### src/verilog/core_cfg_pkg.sv
// Purpose: Shared constants and types for the core feature word block.
// Assumes: Accessed over the coprocessor-0 register port of the core.
// Notes: All fixed field values of the feature word live here.
package core_cfg_pkg;

    // Coprocessor-0 location of the feature word
    localparam logic [4:0] CP0_REG_FEATURE = 5'h10;
    localparam logic [2:0] CP0_SEL_FEATURE = 3'h0;

    // Field positions
    localparam int POS_SECOND_WORD = 31;
    localparam int POS_SCRATCH_I = 24;
    localparam int POS_SCRATCH_D = 23;
    localparam int POS_CUSTOM = 22;
    localparam int POS_SIMPLE_BE = 21;
    localparam int POS_MULDIV_KIND = 20;
    localparam int POS_MERGE_LO = 17;
    localparam int POS_BURST = 16;
    localparam int POS_ENDIAN = 15;
    localparam int POS_ISA_FAMILY_LO = 13;
    localparam int POS_ISA_REV_LO = 10;
    localparam int POS_MMU_KIND_LO = 7;
    localparam int POS_POLICY_LO = 0;

    // Fixed field values
    localparam logic [0:0] VAL_SECOND_WORD = 1'h1;
    localparam logic [5:0] VAL_UNIMPL_30_25 = 6'h00;
    localparam logic [0:0] VAL_SCRATCH_I = 1'h0;
    localparam logic [0:0] VAL_SCRATCH_D = 1'h0;
    localparam logic [0:0] VAL_CUSTOM = 1'h0;
    localparam logic [0:0] VAL_SIMPLE_BE = 1'h1;
    localparam logic [0:0] VAL_MULDIV_KIND = 1'h0;
    localparam logic [0:0] VAL_UNIMPL_19 = 1'h0;
    localparam logic [1:0] VAL_MERGE_MODE = 2'h2;
    localparam logic [0:0] VAL_BURST_ORDER = 1'h0;
    localparam logic [0:0] VAL_ENDIAN = 1'h0;
    localparam logic [1:0] VAL_ISA_FAMILY = 2'h0;
    localparam logic [2:0] VAL_ISA_REVISION = 3'h1;
    localparam logic [2:0] VAL_MMU_KIND = 3'h1;
    localparam logic [3:0] VAL_UNIMPL_6_3 = 4'h0;

    // Cached window policy codes
    localparam logic [2:0] POLICY_WT_NOALLOC = 3'h0;
    localparam logic [2:0] POLICY_UNCACHED = 3'h2;
    localparam logic [2:0] POLICY_WB_ALLOC = 3'h3;
    localparam logic [2:0] POLICY_RESET = POLICY_UNCACHED;

    // Address window decode on the top three address bits, top two for the mapped high window
    localparam logic [2:0] SEG_CACHED = 3'h4;
    localparam logic [2:0] SEG_UNCACHED = 3'h5;
    localparam logic [1:0] SEG_MAPPED_HI = 2'h3;

    typedef struct packed {
        logic second_word_present;
        logic [5:0] unimpl_30_25;
        logic instr_scratchpad_present;
        logic data_scratchpad_present;
        logic custom_instr_present;
        logic simple_byte_enable_only;
        logic multiply_divide_kind;
        logic unimpl_19;
        logic [1:0] merge_mode;
        logic burst_order;
        logic endian_select;
        logic [1:0] isa_family_code;
        logic [2:0] isa_revision_level;
        logic [2:0] mmu_kind;
        logic [3:0] unimpl_6_3;
        logic [2:0] cached_window_policy;
    } feature_word_t;

    typedef struct packed {
        logic rd;
        logic wr;
        logic [4:0] regnum;
        logic [2:0] sel;
        logic [31:0] wdata;
    } cp0_req_t;

    typedef enum logic [1:0] {
        WIN_OTHER,
        WIN_CACHED_UNMAPPED,
        WIN_UNCACHED_UNMAPPED,
        WIN_MAPPED_HIGH
    } window_t;

    typedef struct packed {
        window_t window;
        logic cacheable;
        logic write_back;
        logic write_allocate;
        logic be_ok;
        logic fault;
    } access_attr_t;

    // Unused policy codes fold onto uncached
    function automatic logic [2:0] policy_remap(input logic [2:0] code);
        logic [2:0] r;
        r = POLICY_UNCACHED;
        if (code == POLICY_WB_ALLOC || code == POLICY_WT_NOALLOC || code == POLICY_UNCACHED) begin
            r = code;
        end
        return r;
    endfunction

endpackage

### src/verilog/core_feature_word.sv
// Purpose: Core feature word on the coprocessor-0 register port.
// Assumes: One request per cycle, synchronous to mclk.
// Notes: Only the cached window policy is writable.
// Operation
// Bit 31 always reads one to show a second configuration word, and writes leave it.
// Bits 30..25, 19 and 6..3 are unimplemented and read zero.
// Bit 24 reads zero, no instruction scratchpad.
// Bit 23 reads zero, no data scratchpad.
// Bit 22 reads zero, no custom instructions.
// Bit 21 reads one and the bus only carries simple byte-enable patterns.
// Bit 20 reads zero, the fast multiply/divide unit.
// Bits 18..17 read binary 10, write merging allowed.
// Bit 16 reads zero, bursts go in sequential order.
// Bit 15 reads zero, little-endian.
// Bits 14..13 read 00, the 32-bit architecture family.
// Bits 12..10 read 001, architecture release 2.
// Bits 9..7 read 001, a translation-buffer based MMU.
// Bits 2..0 pick the cached window policy: 011 write-back allocate, 010 uncached, 000 write-through.
// Written codes 100 to 111 are stored as 010, uncached.
// Software enables the MMU and sets up translation before touching the mapped high window.
// A write changes only the policy field, which resets to 010.
`timescale 1ns/1ps
`default_nettype none
module core_feature_word
    import core_cfg_pkg::*;
#(
    parameter int ADDR_W = 32
)
(
    // Clock and reset
    input wire logic mclk,
    input wire logic arst_n,
    // Coprocessor-0 register port
    input wire cp0_req_t cp0_req,
    output logic [31:0] cp0_rdata,
    output logic cp0_rvalid,
    output logic cp0_hit,
    // Access attribute lookup
    input wire logic lookup_valid,
    input wire logic [ADDR_W-1:0] lookup_addr,
    input wire logic [3:0] lookup_byte_en,
    input wire logic mmu_enabled,
    output access_attr_t lookup_attr,
    output logic lookup_attr_valid,
    // Build options for the rest of the core
    output feature_word_t feature
);

    if (ADDR_W != 32) begin : g_addr_check
        $error("core_feature_word supports only a 32-bit address");
    end

    typedef struct packed {
        logic [2:0] policy;
        logic [31:0] rdata;
        logic rvalid;
        logic hit;
        access_attr_t attr;
        logic attr_valid;
    } state_t;

    localparam state_t STATE_RESET = '{
        policy: POLICY_RESET,
        rdata: 32'h0000_0000,
        rvalid: 1'b0,
        hit: 1'b0,
        attr: '0,
        attr_valid: 1'b0
    };

    state_t state_ff;
    state_t nxt_state;
    feature_word_t word;
    access_attr_t attr_now;
    logic sel_match;

    // Fixed fields are constants so no write path can reach them
    always_comb begin
        word.second_word_present = VAL_SECOND_WORD;
        word.unimpl_30_25 = VAL_UNIMPL_30_25;
        word.instr_scratchpad_present = VAL_SCRATCH_I;
        word.data_scratchpad_present = VAL_SCRATCH_D;
        word.custom_instr_present = VAL_CUSTOM;
        word.simple_byte_enable_only = VAL_SIMPLE_BE;
        word.multiply_divide_kind = VAL_MULDIV_KIND;
        word.unimpl_19 = VAL_UNIMPL_19;
        word.merge_mode = VAL_MERGE_MODE;
        word.burst_order = VAL_BURST_ORDER;
        word.endian_select = VAL_ENDIAN;
        word.isa_family_code = VAL_ISA_FAMILY;
        word.isa_revision_level = VAL_ISA_REVISION;
        word.mmu_kind = VAL_MMU_KIND;
        word.unimpl_6_3 = VAL_UNIMPL_6_3;
        word.cached_window_policy = state_ff.policy;
    end

    assign sel_match = (cp0_req.regnum == CP0_REG_FEATURE) && (cp0_req.sel == CP0_SEL_FEATURE);

    window_classify u_classify (
        .addr(lookup_addr),
        .byte_en(lookup_byte_en),
        .policy(state_ff.policy),
        .mmu_enabled(mmu_enabled),
        .attr(attr_now)
    );

    always_comb begin
        nxt_state = state_ff;
        nxt_state.rvalid = cp0_req.rd;
        nxt_state.hit = cp0_req.rd && sel_match;
        if (cp0_req.rd) begin
            // Read returns the word as it stood before any same-cycle write
            nxt_state.rdata = sel_match ? 32'(word) : 32'h0000_0000;
        end
        if (cp0_req.wr && sel_match) begin
            // Only the policy bits of the written data are looked at
            nxt_state.policy = policy_remap(cp0_req.wdata[POS_POLICY_LO +: 3]);
        end
        nxt_state.attr_valid = lookup_valid;
        if (lookup_valid) begin
            nxt_state.attr = attr_now;
        end
    end

    always_ff @(posedge mclk or negedge arst_n) begin
        if (!arst_n) begin
            state_ff <= STATE_RESET;
        end else begin
            state_ff <= nxt_state;
        end
    end

    assign cp0_rdata = state_ff.rdata;
    assign cp0_rvalid = state_ff.rvalid;
    assign cp0_hit = state_ff.hit;
    assign lookup_attr = state_ff.attr;
    assign lookup_attr_valid = state_ff.attr_valid;
    assign feature = word;

endmodule
`default_nettype wire

### src/verilog/window_classify.sv
// Purpose: Classifies an access by address window and gives its attributes.
// Assumes: Policy input is already remapped to a used code.
// Notes: Purely combinational; the caller registers the result.
`timescale 1ns/1ps
`default_nettype none
module window_classify
    import core_cfg_pkg::*;
(
    // Access
    input wire logic [31:0] addr,
    input wire logic [3:0] byte_en,
    // Configuration
    input wire logic [2:0] policy,
    input wire logic mmu_enabled,
    // Result
    output access_attr_t attr
);

    function automatic logic be_simple(input logic [3:0] be);
        logic ok;
        ok = 1'b0;
        unique case (be)
            4'h1, 4'h2, 4'h4, 4'h8, 4'h3, 4'hC, 4'hF: ok = 1'b1;
            default: ok = 1'b0;
        endcase
        return ok;
    endfunction

    always_comb begin
        attr = '0;
        attr.be_ok = be_simple(byte_en);
        if (addr[31:29] == SEG_CACHED) begin
            attr.window = WIN_CACHED_UNMAPPED;
            attr.cacheable = (policy != POLICY_UNCACHED);
            attr.write_back = (policy == POLICY_WB_ALLOC);
            attr.write_allocate = (policy == POLICY_WB_ALLOC);
        end else if (addr[31:29] == SEG_UNCACHED) begin
            attr.window = WIN_UNCACHED_UNMAPPED;
        end else if (addr[31:30] == SEG_MAPPED_HI) begin
            // This block marks the mapped high window cacheable and faults it while the MMU is disabled
            attr.window = WIN_MAPPED_HIGH;
            attr.cacheable = 1'b1;
            attr.fault = ~mmu_enabled;
        end else begin
            attr.window = WIN_OTHER;
        end
        if (!attr.be_ok) begin
            attr.fault = 1'b1;
        end
    end

endmodule
`default_nettype wire
### config.mk
export PLATFORM = sky130hd
export DESIGN_NAME = core_feature_word
export DESIGN_NICKNAME = d
export VERILOG_FILES = /design/src/verilog/core_cfg_pkg.sv /design/src/verilog/core_feature_word.sv /design/src/verilog/window_classify.sv
export SDC_FILE = /design/constraint.sdc
export NUM_CORES = 1
export LEC_CHECK = 0
export BUFFER_PORTS_ARGS = -buffer_cell sky130_fd_sc_hd__buf_4
export CAP_MARGIN = 20
export CORE_MARGIN = 10
export CORE_UTILIZATION = 32
export DETAILED_ROUTE_END_ITERATION = 10
export HOLD_SLACK_MARGIN = 0.06
export PLACE_DENSITY = 0.87
export RECOVER_POWER = 25
export SLEW_MARGIN = 20
export SYNTH_ARGS = -nofsm -noshare
export SYNTH_HDL_FRONTEND = slang
export SYNTH_HIERARCHICAL = 1
export SYNTH_SLANG_ARGS = --single-unit
### constraint.sdc
create_clock -name mclk -period 1.7 [get_ports mclk]
set_clock_uncertainty 0.05 [all_clocks]
set_input_delay 0.34 -clock mclk [delete_from_list [all_inputs] [get_ports mclk]]
set_output_delay 0.34 -clock mclk [all_outputs]
set_load 0.02 [all_outputs]
==> reports/results.txt <==
count of cell types in the netlist: 30
flop and latch count out of synthesis: 17
post-synth top area cell: buf_4
critical path arrival: 1560 ps
Clock transition at path regs: 70 ps
R2R cell count: 4
HP Class: in2reg
Tmin final: 1470 ps
CP startpoint: feature[1]$_DFFE_PN1P_
Synth top cells by count: 58 x buf_4, 16 x dfrtp_1, 7 x mux2_2, 6 x nand2_1, 4 x inv_1
share of layout cells above drive strength 1: 0.370
multi-input logic area: 524 µm²
die area: 6660 µm²
Syn Inst Count: 121
TritonRoute pass-1 iters: 4
TNS Setup: 0 ps
CP delay by family, top: flip-flops
number of port buffers: 44
worst path bufs/invs: 0
drt drc: 0
fin. max-slew vios: 0
clk root buf: clkbuf_8
placed cell count: 205
GPL Wtd Cong: 0.769
end of the worst register-to-register path: lookup_attr[4]$_DFFE_PN0P_
worst-path fanout max: 5
Seq/Total Area, Yosys: 0.352
H-tree Lvls: 1
Synthesis Warnings: 6
global route overflow: 0
cts bufs inserted: 3
Routed wire per std cell: 13.3 µm
CP Data Required Time: 1790 ps
Primary FF master, synth: dfrtp_1
hpwl dp: 2510 µm
peak supply drop: 0.455 mV
total track usage: 0.0757
Initial Util: 0.332
WL final: 2780 µm
non-filler cells in the finished layout: 210
initial antenna violation count: 0
largest net degree at the start of global routing: 18
Final period util: 0.866
number of flops mapped to enable cells by yosys: 0
area taken by flip-flops and latches: 427 µm²
Worst setup endpoint: lookup_attr[4]$_DFFE_PN0P_
Worst setup SP type: flop
r2r setup slk: 230 ps
total number of vias: 777
most common cell in the synthesized netlist: buf_4
Pwr per Cell Area: 717 nW/µm²
CTS tree: done
area of the core: 3660 µm²
first-pass GRT wire length: 3990 µm
synth top area cells: buf_4 36%, dfrtp_1 33%, mux2_2 6.5%
RSZ-0062 raised after global routing: false
Longest Clk Path Bufs: 2
die height: 81.6 µm
FP Rows: 22
via/cell ratio: 3.70
worst r2r src: feature[1]$_DFFE_PN1P_
CP max-delay cell: dfstp_2
I/O pins: 156
drt initial violations: 17
Slew HR: 0.391
critical-path cell list: nor3b_1, o21ai_0, and2_1, mux2_2
Die Wd: 81.6 µm
Layout Nets: 245
MaxCap Viol Count: 0
clock sinks: 17
outcome: completed
number of diodes: 0
critical path class: reg2reg
Final Hold Viols: 0
PostCTS Resize Cnt: 0
Leak Pwr: 0.754 nW
fillers: 382
top cell type's share of synthesized area: 0.359
Area Overhead vs Synth: 15.5%
Async S/R FF share, synth: 1.00
synthesized area: 1210 µm²
syn_area_per_cell: 10.0 µm²
crit end category: flop
CP peak stage delay: 560 ps
Crit. path cell count: 4
Least-Margin Pin Slew: 914 ps
Max Freq: 679 MHz
total design power: 1.00 mW
insertion delay to the later sink of the worst-skew pair: 250 ps
setup violators final: 0
vias in the first global route: 845
hold wc startpoint: cp0_req[41]
Routed Antenna Nets: 0
## worst register-to-register path: cells and delay by family, from the launching register on
kind / cells / cell delay, ps
multiplexers: 1 / 250
AND/OR/NAND/NOR: 2 / 390
flip-flops: 1 / 560
AO/OA/AOI/OAI: 1 / 100
## metal layers
| metal | global-route usage | vias to the layer above | part of all wire |
|---|---|---|---|
| li1 | - | 366 | - |
| met1 | 0.0717 | 352 | 0.34 |
| met2 | 0.135 | 57 | 0.49 |
| met3 | 0.0535 | 2 | 0.17 |
| met4 | 0.0102 | 0 | 0.0029 |
| met5 | 0 | - | 0 |
## per-stage QoR
stage | hold WS [ps] | worst slack [ps] | util | instance area [µm²]
final | 274 | 228 | 0.383 | 1400
after global routing | 300 | 120 | 0.383 | 1400
after CTS | 189 | 233 | 0.386 | 1410
after detailed placement | 168 | 256 | 0.370 | 1360
after global placement | 162 | 231 | 0.370 | 1360
after floorplan | -5.59 | 305 | - | 1410
## final cells by class
class / instances / area share
Multi-Input combinational cell: 92 / 0.374
Sequential cell: 17 / 0.304
Timing Repair Buffer: 45 / 0.235
Tap cell: 48 / 0.0429
Clock buffer: 3 / 0.0295
Inverter: 4 / 0.0107
Clock inverter: 1 / 0.00357
## power breakdown
part	internal, mW	switching (mW)
sequential	0.425	0.0105
clock	0.163	0.135
combinational	0.0843	0.187
total	0.672	0.332
## placed cells by master, fill, tap and decap left out, drive strengths merged
cell,n
a21o,1
o22ai,3
nor4b,1
nand4b,1
dfrtp,16
nor4,1
nand2,6
a21boi,1
dlygate4sd3,1
nor3,1
o31ai,1
nor3b,1
and3,1
o21ai,1
conb,53
nand3,1
o21a,2
nand4,1
and2,2
or2,1
clkinv,1
inv,4
or3,1
dfstp,1
buf,41
o2bb2ai,1
mux2,9
clkbuf,6
nor2,2
## how the worst min path moves through the flow
| stage | end | slack [ps] | depth (start not counted) |
|---|---|---|---|
| floorplan | cp0_hit$_DFF_PN0_ | -6 | 0 |
| global placement | cp0_rdata[0]$_DFFE_PN0P_ | 160 | 1 |
| detailed placement | cp0_rdata[0]$_DFFE_PN0P_ | 170 | 1 |
| CTS | cp0_rvalid$_DFF_PN0_ | 190 | 1 |
| global route | cp0_rvalid$_DFF_PN0_ | 300 | 1 |
| finish | cp0_rvalid$_DFF_PN0_ | 270 | 1 |
## registers in the layout (all words and copies together), names as in the netlist
name               cells
lookup_attr_valid      1
cp0_rdata              4
cp0_rvalid             1
cp0_hit                1
feature                3
lookup_attr            7
## timing repair
| action | 4_1_cts | 5_1_grt |
|---|---|---|
| hold endpoints to repair | 16 | 0 |
| hold buffers | 1 | 0 |
| setup buffers | 0 | 0 |
## logic make-up after synthesis
| kind of cell | Yosys count | synth area share |
|---|---|---|
| buf+inv | 63 | 0.374 |
| simple gates | 20 | 0.123 |
| flops | 17 | 0.352 |
| other cells | 2 | 0.00619 |
| compound gates | 10 | 0.0619 |
| mux | 9 | 0.0835 |
No activity file was read; power rests on OpenSTA's default activity.
